`src/verilog/pcf_consts.vh`:
```
// register offsets, field layouts and reset values of the pin change flag block
`ifndef PCF_CONSTS_VH
`define PCF_CONSTS_VH

`define PCF_OFF_PA_RISE 12'h000
`define PCF_OFF_PA_FALL 12'h004
`define PCF_OFF_PA_FLAG 12'h008
`define PCF_OFF_PB_RISE 12'h00C
`define PCF_OFF_PB_FALL 12'h010
`define PCF_OFF_PB_FLAG 12'h014
`define PCF_OFF_PC_RISE 12'h018
`define PCF_OFF_PC_FALL 12'h01C
`define PCF_OFF_PC_FLAG 12'h020
`define PCF_OFF_CTRL 12'h024
`define PCF_OFF_STATUS 12'h028

`define PCF_PA_MASK 8'h3F
`define PCF_PB_MASK 8'hF0
`define PCF_PC_MASK 8'hFF
`define PCF_CTRL_IRQ_EN_BIT 0
`define PCF_STAT_SUMMARY_BIT 0
`define PCF_STAT_WAKE_BIT 1
`define PCF_RESET_BYTE 8'h00
`define PCF_PIN_COUNT 24

`endif

```
`src/verilog/pcf_flag_bit.v`:
```
// one pin change flag: enabled edges set it, software clears it by writing zero
`timescale 1ns/10ps
module pcf_flag_bit (
    input wire clk,
    input wire rst,
    input wire rise,
    input wire fall,
    input wire rise_en,
    input wire fall_en,
    input wire wr,
    input wire wr_data,
    output reg flag_r
);
    wire hit;
    assign hit = (rise & rise_en) | (fall & fall_en);

    always @(posedge clk or posedge rst) begin
        if (rst) begin
            flag_r <= 1'b0;
        end else if (hit) begin
            flag_r <= 1'b1;
        end else if (wr && !wr_data) begin
            flag_r <= 1'b0;
        end
    end
endmodule // pcf_flag_bit

```
`src/verilog/pcf_pin_change.v`:
```
// pin change flag block: edge enables, per-pin flags, summary and wake, on APB
//
// Contract
// - enabled edge sets that pin's flag
// - request raised only when module enable set
// - summary flag is OR of all flags
// - writing zero clears a flag bit
// - edge during clear write leaves flag set
// - pin change wakes from sleep when enabled
// - sleep edges recorded before first instruction
// - port A rise enables bits 5-0
// - port A fall enables bits 5-0
// - flag set by enabled rise or fall
// - port B enables bits 7-4 only
// - port B flags bits 7-4 only
// - both enables flag either edge direction
// - detection continues with module enable clear
//
// Decided for this implementation: the APB interface to the registers and the address map.
`timescale 1ns/10ps
`include "pcf_consts.vh"
module pcf_pin_change (
    input wire CORE_CLK,
    input wire RESET,
    input wire PSEL,
    input wire PENABLE,
    input wire PWRITE,
    input wire [11:0] PADDR,
    input wire [31:0] PWDATA,
    input wire [3:0] PSTRB,
    output reg [31:0] PRDATA,
    output reg PREADY,
    output reg PSLVERR,
    input wire [7:0] PORTA_PIN_N,
    input wire [7:0] PORTB_PIN_N,
    input wire [7:0] PORTC_PIN_N,
    output reg PIN_CHANGE_SUMMARY_FLAG,
    output reg PIN_CHANGE_IRQ,
    output reg WAKE
);
    ////////////////////////////////////////////////////////////////////////
    // configuration registers
    reg [7:0] porta_rise_enable_r;
    reg [7:0] porta_fall_enable_r;
    reg [7:0] portb_rise_enable_r;
    reg [7:0] portb_fall_enable_r;
    reg [7:0] portc_rise_enable_r;
    reg [7:0] portc_fall_enable_r;
    reg pin_change_irq_enable_r;

    wire [23:0] rise;
    wire [23:0] fall;
    wire [23:0] flags;
    wire [23:0] rise_en;
    wire [23:0] fall_en;
    wire [23:0] flag_wr;
    wire [23:0] pin_bus;
    wire [23:0] impl_mask;

    wire setup;
    wire wr_en;
    wire rd_en;
    reg [31:0] rdata_nxt;
    reg mapped_nxt;

    assign setup = PSEL & ~PENABLE;
    assign wr_en = PSEL & PENABLE & PWRITE & PREADY & PSTRB[0];
    assign rd_en = setup & ~PWRITE;

    assign pin_bus = {PORTC_PIN_N, PORTB_PIN_N, PORTA_PIN_N};
    assign impl_mask = {`PCF_PC_MASK, `PCF_PB_MASK, `PCF_PA_MASK};

    ////////////////////////////////////////////////////////////////////////
    // edge detection runs regardless of the module enable
    pcf_sync_edge #(
        .WIDTH(`PCF_PIN_COUNT)
    ) u_sync (
        .clk(CORE_CLK),
        .rst(RESET),
        .pin_async(pin_bus),
        .rise(rise),
        .fall(fall)
    );

    assign rise_en = {portc_rise_enable_r, portb_rise_enable_r, porta_rise_enable_r};
    assign fall_en = {portc_fall_enable_r, portb_fall_enable_r, porta_fall_enable_r};
    assign flag_wr[7:0] = (wr_en && PADDR == `PCF_OFF_PA_FLAG) ? 8'hFF : 8'h00;
    assign flag_wr[15:8] = (wr_en && PADDR == `PCF_OFF_PB_FLAG) ? 8'hFF : 8'h00;
    assign flag_wr[23:16] = (wr_en && PADDR == `PCF_OFF_PC_FLAG) ? 8'hFF : 8'h00;

    // implemented pin positions, known at elaboration so unused flags are never built
    localparam [23:0] impl_bits = {`PCF_PC_MASK, `PCF_PB_MASK, `PCF_PA_MASK};

    genvar gi;
    generate
        for (gi = 0; gi < `PCF_PIN_COUNT; gi = gi + 1) begin : g_flag
            if (impl_bits[gi]) begin : g_impl
                pcf_flag_bit u_flag (
                    .clk(CORE_CLK),
                    .rst(RESET),
                    .rise(rise[gi]),
                    .fall(fall[gi]),
                    .rise_en(rise_en[gi]),
                    .fall_en(fall_en[gi]),
                    .wr(flag_wr[gi]),
                    .wr_data(PWDATA[gi % 8]),
                    .flag_r(flags[gi])
                );
            end else begin : g_none
                assign flags[gi] = 1'b0;
            end
        end
    endgenerate

    ////////////////////////////////////////////////////////////////////////
    // register writes; unimplemented bits never store
    always @(posedge CORE_CLK or posedge RESET) begin
        if (RESET) begin
            porta_rise_enable_r <= `PCF_RESET_BYTE;
            porta_fall_enable_r <= `PCF_RESET_BYTE;
            portb_rise_enable_r <= `PCF_RESET_BYTE;
            portb_fall_enable_r <= `PCF_RESET_BYTE;
            portc_rise_enable_r <= `PCF_RESET_BYTE;
            portc_fall_enable_r <= `PCF_RESET_BYTE;
            pin_change_irq_enable_r <= 1'b0;
        end else if (wr_en) begin
            case (PADDR)
                `PCF_OFF_PA_RISE: porta_rise_enable_r <= PWDATA[7:0] & `PCF_PA_MASK;
                `PCF_OFF_PA_FALL: porta_fall_enable_r <= PWDATA[7:0] & `PCF_PA_MASK;
                `PCF_OFF_PB_RISE: portb_rise_enable_r <= PWDATA[7:0] & `PCF_PB_MASK;
                `PCF_OFF_PB_FALL: portb_fall_enable_r <= PWDATA[7:0] & `PCF_PB_MASK;
                `PCF_OFF_PC_RISE: portc_rise_enable_r <= PWDATA[7:0] & `PCF_PC_MASK;
                `PCF_OFF_PC_FALL: portc_fall_enable_r <= PWDATA[7:0] & `PCF_PC_MASK;
                `PCF_OFF_CTRL: pin_change_irq_enable_r <= PWDATA[`PCF_CTRL_IRQ_EN_BIT];
                default: begin
                end
            endcase
        end
    end

    ////////////////////////////////////////////////////////////////////////
    // read mux
    always @* begin
        rdata_nxt = 32'h00000000;
        mapped_nxt = 1'b1;
        case (PADDR)
            `PCF_OFF_PA_RISE: rdata_nxt[7:0] = porta_rise_enable_r;
            `PCF_OFF_PA_FALL: rdata_nxt[7:0] = porta_fall_enable_r;
            `PCF_OFF_PA_FLAG: rdata_nxt[7:0] = flags[7:0];
            `PCF_OFF_PB_RISE: rdata_nxt[7:0] = portb_rise_enable_r;
            `PCF_OFF_PB_FALL: rdata_nxt[7:0] = portb_fall_enable_r;
            `PCF_OFF_PB_FLAG: rdata_nxt[7:0] = flags[15:8];
            `PCF_OFF_PC_RISE: rdata_nxt[7:0] = portc_rise_enable_r;
            `PCF_OFF_PC_FALL: rdata_nxt[7:0] = portc_fall_enable_r;
            `PCF_OFF_PC_FLAG: rdata_nxt[7:0] = flags[23:16];
            `PCF_OFF_CTRL: rdata_nxt[`PCF_CTRL_IRQ_EN_BIT] = pin_change_irq_enable_r;
            `PCF_OFF_STATUS: begin
                rdata_nxt[`PCF_STAT_SUMMARY_BIT] = PIN_CHANGE_SUMMARY_FLAG;
                rdata_nxt[`PCF_STAT_WAKE_BIT] = WAKE;
            end
            default: mapped_nxt = 1'b0;
        endcase
    end

    ////////////////////////////////////////////////////////////////////////
    // apb answer: ready in the first access cycle, error on unmapped address
    always @(posedge CORE_CLK or posedge RESET) begin
        if (RESET) begin
            PRDATA <= 32'h00000000;
            PREADY <= 1'b0;
            PSLVERR <= 1'b0;
        end else begin
            PREADY <= setup;
            PSLVERR <= setup & ~mapped_nxt;
            if (rd_en) begin
                PRDATA <= rdata_nxt;
            end
        end
    end

    ////////////////////////////////////////////////////////////////////////
    // summary, request and wake follow flags one cycle later, so a flag is
    // visible to software before the core can run after waking
    always @(posedge CORE_CLK or posedge RESET) begin
        if (RESET) begin
            PIN_CHANGE_SUMMARY_FLAG <= 1'b0;
            PIN_CHANGE_IRQ <= 1'b0;
            WAKE <= 1'b0;
        end else begin
            PIN_CHANGE_SUMMARY_FLAG <= |(flags & impl_mask);
            PIN_CHANGE_IRQ <= (|flags) & pin_change_irq_enable_r;
            WAKE <= (|flags) & pin_change_irq_enable_r;
        end
    end
endmodule // pcf_pin_change

```
`src/verilog/pcf_sync_edge.v`:
```
// two-stage pin synchroniser with rising and falling edge pulses
`timescale 1ns/10ps
module pcf_sync_edge #(
    parameter WIDTH = 24
) (
    input wire clk,
    input wire rst,
    input wire [WIDTH-1:0] pin_async,
    output wire [WIDTH-1:0] rise,
    output wire [WIDTH-1:0] fall
);
    reg [WIDTH-1:0] meta_r;
    reg [WIDTH-1:0] sync_r;
    reg [WIDTH-1:0] prev_r;

    always @(posedge clk or posedge rst) begin
        if (rst) begin
            meta_r <= {WIDTH{1'b0}};
            sync_r <= {WIDTH{1'b0}};
            prev_r <= {WIDTH{1'b0}};
        end else begin
            meta_r <= pin_async;
            sync_r <= meta_r;
            prev_r <= sync_r;
        end
    end

    assign rise = sync_r & ~prev_r;
    assign fall = ~sync_r & prev_r;
endmodule // pcf_sync_edge
```
`config.mk`:
```
export PLATFORM = sky130hd
export DESIGN_NAME = pcf_pin_change
export DESIGN_NICKNAME = d
export VERILOG_FILES = /design/src/verilog/pcf_flag_bit.v /design/src/verilog/pcf_pin_change.v /design/src/verilog/pcf_sync_edge.v
export VERILOG_INCLUDE_DIRS = /design/src /design/src/verilog
export SDC_FILE = /design/constraint.sdc
export NUM_CORES = 1
export LEC_CHECK = 0
export BUFFER_PORTS_ARGS = -buffer_cell sky130_fd_sc_hd__buf_2
export CAP_MARGIN = 15
export CELL_PAD_IN_SITES_DETAIL_PLACEMENT = 1
export CELL_PAD_IN_SITES_GLOBAL_PLACEMENT = 1
export CORE_UTILIZATION = 40
export DETAILED_ROUTE_END_ITERATION = 10
export GPL_TIMING_DRIVEN = 0
export PLACE_DENSITY_LB_ADDON = 0.1
export SYNTH_ARGS = -nofsm -noshare
export SYNTH_HDL_FRONTEND = slang
export SYNTH_SLANG_ARGS = --single-unit
```
`constraint.sdc`:
```
create_clock -name CORE_CLK -period 3.8 [get_ports CORE_CLK]
set_clock_uncertainty 0.2 [all_clocks]
set_input_delay 0 -clock CORE_CLK [delete_from_list [all_inputs] [get_ports CORE_CLK]]
set_output_delay 0 -clock CORE_CLK [all_outputs]
set_load 0.1 [all_outputs]
```
Word-level counts from Yosys, hierarchy flattened
Index checks and enable logic that the tools add are counted.
{"block": "totals", "n_memories": 0, "mem_bits_ro": 0, "register_bits": 139, "latch_bits": 0, "input_bits": 77, "ram_bits": 0, "output_inout_bits": 37}
{"block": "classes", "mux": 43, "eq_ne": 10, "order_cmp": 0, "shift": 0, "n_mul": 0, "n_addsub": 0, "n_reduce_logical": 57, "div": 0, "bitwise": 69}
{"op": "case mux 6 bit (9 select lines)", "n": 1}
{"op": "bitwise AND 24 bit", "n": 2}
{"op": "== test 12 x 5 -> 1 bit, second input constant", "n": 4}
{"op": "inverter 24 bit", "n": 2}
{"op": "bitwise AND 1 bit", "n": 44}
{"op": "2-to-1 mux 1 bit", "n": 37}
{"op": "== test 12 x 6 -> 1 bit, second input constant", "n": 3}
{"op": "nonzero test 2 bit", "n": 18}
{"op": "== test 12 x 4 -> 1 bit, second input constant", "n": 2}
{"op": "logical AND 1 bit", "n": 21}
{"op": "OR 1 bit", "n": 18}
{"op": "OR reduction 18 bit", "n": 1}
{"op": "2-to-1 mux 8 bit", "n": 2}
{"op": "AND reduction 2 bit", "n": 7}
{"op": "== test 12 x 3 -> 1 bit, second input constant", "n": 1}
{"op": "logical NOT 12 bit", "n": 1}
{"op": "OR reduction 11 bit", "n": 1}
{"op": "logical NOT 1 bit", "n": 8}
{"op": "case mux 1 bit (8 select lines)", "n": 1}
{"op": "case mux 1 bit (7 select lines)", "n": 1}
{"op": "2-to-1 mux 6 bit", "n": 1}
{"op": "inverter 1 bit", "n": 3}

Longest topological paths before layout
{"block": "logic_depth", "ltp_word": 9, "mapped_depth": 7, "ltp_nobuf": 5}

By module
From an unflattened synthesis, not the netlist that was laid out.
{"block": "hier_totals", "cells_unflattened": 470, "area_unflattened_um2": 5884.4}
{"module": "pcf_pin_change", "area_per_inst_um2": 2735.1, "n_inst": 1, "cells_each": 241}
{"module": "pcf_sync_edge", "area_per_inst_um2": 2225.9, "n_inst": 1, "cells_each": 121}
{"module": "pcf_flag_bit", "area_per_inst_um2": 51.3, "n_inst": 18, "cells_each": 6}

Worst setup path after synthesis
No wires, ideal clock.
{"block": "synth_path", "path_type": "flip-flop to flip-flop", "startpoint": "register PREADY", "endpoint": "register portc_rise_enable_r[0]", "stages_incl_launch_ff": 7, "arrival_time_ps": 2217, "t_required_ps": 3475, "n_path_buf": 1, "path_slack_ps": 1258, "synth_period_minus_slack_ps": 2542, "cell_sequence": "dfrtp_1 > and4_1 > and4_1 > buf_4 > nand2_2 > nor2_2 > mux2_2"}
{"block": "synth_between", "elab_chain_len": 3}
{"element": "from (decl)", "line_no": "pcf_pin_change.v:32", "rtl": "output reg PREADY,"}
{"element": "from (signal assigned)", "line_no": "pcf_pin_change.v:173", "rtl": "PREADY <= setup;"}
{"element": "bitwise AND 1 bit (2 in a row)", "line_no": "pcf_pin_change.v:67", "rtl": "assign wr_en = PSEL & PENABLE & PWRITE & PREADY & PSTRB[0];"}
{"element": "AND reduction 2 bit (no source line)"}
{"element": "to (signal assigned)", "line_no": "pcf_pin_change.v:123", "rtl": "portc_rise_enable_r <= `PCF_RESET_BYTE;"}
{"element": "to (signal assigned)", "line_no": "pcf_pin_change.v:132", "rtl": "`PCF_OFF_PC_RISE: portc_rise_enable_r <= PWDATA[7:0] & `PCF_PC_MASK;"}
{"element": "to (decl)", "line_no": "pcf_pin_change.v:47", "rtl": "reg [7:0] portc_rise_enable_r;"}
No other way between the ends.
A chain may end at the register's enable or synchronous reset.

Worst setup path in the final report
{"block": "layout_path", "startpoint": "input port PADDR[4]", "endpoint": "register portc_rise_enable_r[2]"}
{"block": "layout_between", "elab_chain_len": 2}
{"element": "from (decl)", "line_no": "pcf_pin_change.v:28", "rtl": "input wire [11:0] PADDR,"}
{"element": "== test 12 x 5 -> 1 bit", "line_no": "pcf_pin_change.v:127", "rtl": "case (PADDR)"}
{"element": "AND reduction 2 bit (no source line)"}
No other way between the ends.

==> results.tsv <==
stage	metric	value	unit
cts	setup bufs post-CTS	0	
worst_hold_path	HP Class	primary input to flip-flop	
timing	worst rel slew slack	52.17	%
floorplanning	Initial Util	41.38	%
critical_path	reg2reg end	portc_rise_enable_r[2]	
global_route	largest net degree at the start of global routing	101	
cts	Clock Tree Root	clkbuf_16	
run_status	status	complete, no violations	
timing	fmax	0.4107	GHz
route	Total Wirelength	13390	um
timing	post-route setup slack	1.365	ns
floorplanning	die height	114.2	um
route	vias per cell	5.019	
logic_synthesis	Mapped Avg Cell Area	13.04	um2
cts	TritonCTS Sinks	121	
place	Port Buffer Count	54	
power_and_ir_drop	P_leak	3.070	nW
logic_synthesis	Seq/Total Area, Yosys	60.17	%
cts	CTS max path bufs	2	
critical_path	Worst EP arrival	2.55	ns
timing	endpoints failing setup	0	
floorplanning	I/O pin count	114	
timing	worst-margin pin slew	0.7074	ns
cells_and_area	layout cell share with drive strength beyond 1	31.10	%
timing	Final min period	2.435	ns
floorplanning	chip width	114.2	um
cts	TritonCTS Buffers	17	
global_route	total gr overflow	0	
floorplanning	std cell rows	40	
timing	worst hold slack	0.01704	ns
critical_path	Worst Setup End Kind	flip-flop	
cells_and_area	Nets	617	
logic_synthesis	Cells after Synth	386	
floorplanning	core area	12160	um2
cts	Clk pin slew, worst setup/hold paths	0.06	ns
logic_synthesis	synth unique cells	59	
global_route	initial antenna violation count	0	
place	pre-CTS setup slack	1.461	ns
logic_synthesis	synthesized flop and latch total	121	
cts	Worst-Skew Late Latency	0.43	ns
route	Initial DRT Pass Iterations	4	
worst_hold_path	Hold Startpoint	PORTC_PIN_N[1]	
critical_path	Setup CP Type	primary input to flip-flop	
logic_synthesis	dominant synthesized flop cell	dfrtp_1	
power_and_ir_drop	Tot Pwr	0.003299	W
power_and_ir_drop	PwrDens	484.2	nW/um2
worst_hold_path	WHS Endpoint	u_sync.meta_r[17]	
global_route	Global Route Usage Sum	22.89	%
route	number of nets with antenna violations after routing	0	
critical_path	Worst setup SP type	primary input	
cells_and_area	fillers	1270	
timing	RSZ-0062 raised after global routing	false	
floorplanning	die area	13030	um2
cells_and_area	Area growth syn-to-layout	35.38	%
critical_path	slack of the worst reg-to-reg path	1.46	ns
cts	H-tree depth	4	
global_route	first-pass GRT wire length	21640	um
power_and_ir_drop	Worst VDD drop	0.3786	mV
logic_synthesis	FFs w/ async S/R, synth	100.0	%
critical_path	CP max FO	10	
route	drt wl/cell	18.57	um
timing	final period utilization	64.08	%
logic_synthesis	EDFF count, synth	0	
route	Starting DRT DRC Count	105	
cells_and_area	antenna cells	0	
place	RePlAce Congestion	0.7956	
worst_hold_path	Hold Path Stages	2	
timing	final hold violations	0	
route	detailed-route via count	3619	
logic_synthesis	number of synthesis warnings	0	
timing	number of max-slew violations in the final report	0	
logic_synthesis	Post-Syn Area	5032	um2
timing	setup_tns	0	ns
cts	TritonCTS clock tree	yes	
critical_path	Crit Reg-Reg Startpoint	PREADY	
global_route	vias in the first global route	4028	
place	HPWL after DPL	8688	um
route	number of remaining DRC errors	0	
critical_path	reg2reg path depth	6	
flow_run	max_cap viols	0	
critical_path	CP required	3.91	ns
==> per-stage QoR <==
stage	cells	util [%]	area (um2)
global route	721	56.02	6813
detailed placement	632	46.31	5632
global placement	631	46.04	5599
floorplan	409	-	5119
finish	721	56.02	6813
CTS	721	56.02	6813
==> where the power goes <==
group          leakage, nW  switching, W  total [W]  internal, W
registers             1.46     0.0000154    0.00134      0.00132
logic                 1.31      0.000199   0.000296    0.0000965
clock network        0.294      0.000614    0.00167      0.00105
==> cell families (layout without fill, tap and decap cells) <==
logic type / after synthesis / in the layout / share of synthesized area (%)
mux: 54 / 54 / 12.71
xor+xnor: 1 / 1 / 0.1741
simple gates: 103 / 103 / 12.26
flops: 121 / 121 / 60.17
buf+inv: 37 / 181 / 4.997
compound gates: 69 / 69 / 9.622
other cells: 1 / 24 / 0.07452
==> worst max-delay path, stage by stage <==
cell and delay [ns]:
dlygate4sd3_1 0.54, buf_2 0.23, nor2b_1 0.56, nand2_2 0.20, nor2_2 0.60, mux2_2 0.42
==> synth_stat cells, drive strengths merged, types with 2 or more instances <==
cell	instances	area (um2)
a21oi	3	15.01
a221o	2	20.02
a22o	6	52.55
a22oi	3	22.52
a2bb2oi	2	17.52
a32oi	2	17.52
and2	2	12.51
and4	2	17.52
buf	35	244.0
dfrtp	121	3028
mux2	41	484.2
mux2i	11	110.1
mux4	2	45.04
nand2	33	128.9
nand2b	2	12.51
nand3	3	15.01
nand3b	19	142.6
nand4	2	12.51
nor2	12	55.06
nor2b	4	25.02
nor3	5	25.02
nor3b	2	26.28
nor4	4	40.04
o211ai	19	142.6
o21ai	20	100.1
o22ai	3	18.77
or2	3	18.77
or4	4	33.78
==> placed cells by master, fill, tap and decap left out, types with 3 or more instances in the layout <==
| master | n |
|---|---|
| dfrtp_1 | 121 |
| buf_2 | 60 |
| dlygate4sd3_1 | 57 |
| mux2_2 | 35 |
| nand2_1 | 31 |
| buf_4 | 26 |
| conb_1 | 24 |
| nand3b_1 | 19 |
| o211ai_1 | 19 |
| o21ai_0 | 19 |
| clkbuf_16 | 17 |
| mux2i_1 | 11 |
| nor2_1 | 10 |
| a22o_1 | 6 |
| mux2_4 | 6 |
| nor3_1 | 5 |
| nor2b_1 | 4 |
| inv_6 | 4 |
| o22ai_1 | 3 |
| a21oi_1 | 3 |
| nand3_1 | 3 |
| or4_1 | 3 |
| a22oi_1 | 3 |
| nor4_1 | 3 |
| clkinv_4 | 3 |
| bufinv_16 | 3 |
==> sequential cells by signal, indices dropped and copies added, names as in the netlist <==
register / count
PIN_CHANGE_SUMMARY_FLAG: 1
PRDATA: 8
PREADY: 1
PSLVERR: 1
WAKE: 1
g_flag.g_impl.u_flag.flag_r: 18
pin_change_irq_enable_r: 1
porta_fall_enable_r: 6
porta_rise_enable_r: 6
portb_fall_enable_r: 4
portb_rise_enable_r: 4
portc_fall_enable_r: 8
portc_rise_enable_r: 8
u_sync.meta_r: 18
u_sync.prev_r: 18
u_sync.sync_r: 18
==> cell type report <==
cell class              count  area (um2)  area share, %
repair buffers            112       868.3          12.75
flip-flops and latches    121        3028          44.44
inverters                   1       8.758         0.1286
clock inverters            13       167.7          2.461
well taps                 168       210.2          3.085
multi-input cells         251        1839          27.00
plain buffers              36       247.7          3.636
clock buffers              19       442.9          6.501
==> metal layers <==
metal	share of wire (%)	global-route usage (%)	up-vias
met5	0	0	-
met4	1.1	8.139	0
met3	4.0	6.935	13
met2	49	37.82	88
met1	46	28.49	1837
li1	-	-	1681
==> worst max path at each step <==
stage / start / end / slack [ns] / cells past startpoint
finish: PADDR[4] / portc_rise_enable_r[2] / 1.37 / 6
global route: PENABLE / PRDATA[7] / 1.25 / 8
CTS: PADDR[4] / portc_rise_enable_r[2] / 1.34 / 6
detailed placement: PREADY / portc_rise_enable_r[2] / 1.46 / 6
global placement: RESET / u_sync.meta_r[5] / -1.02 / 2
floorplan: RESET / PIN_CHANGE_SUMMARY_FLAG / 0.39 / 1
==> timing repair <==
item,CTS,global route
hold buffers,57,0
hold endpoints to repair,202,0
resized for setup,0,0
Note: power is estimated with default switching activity, not from simulation.
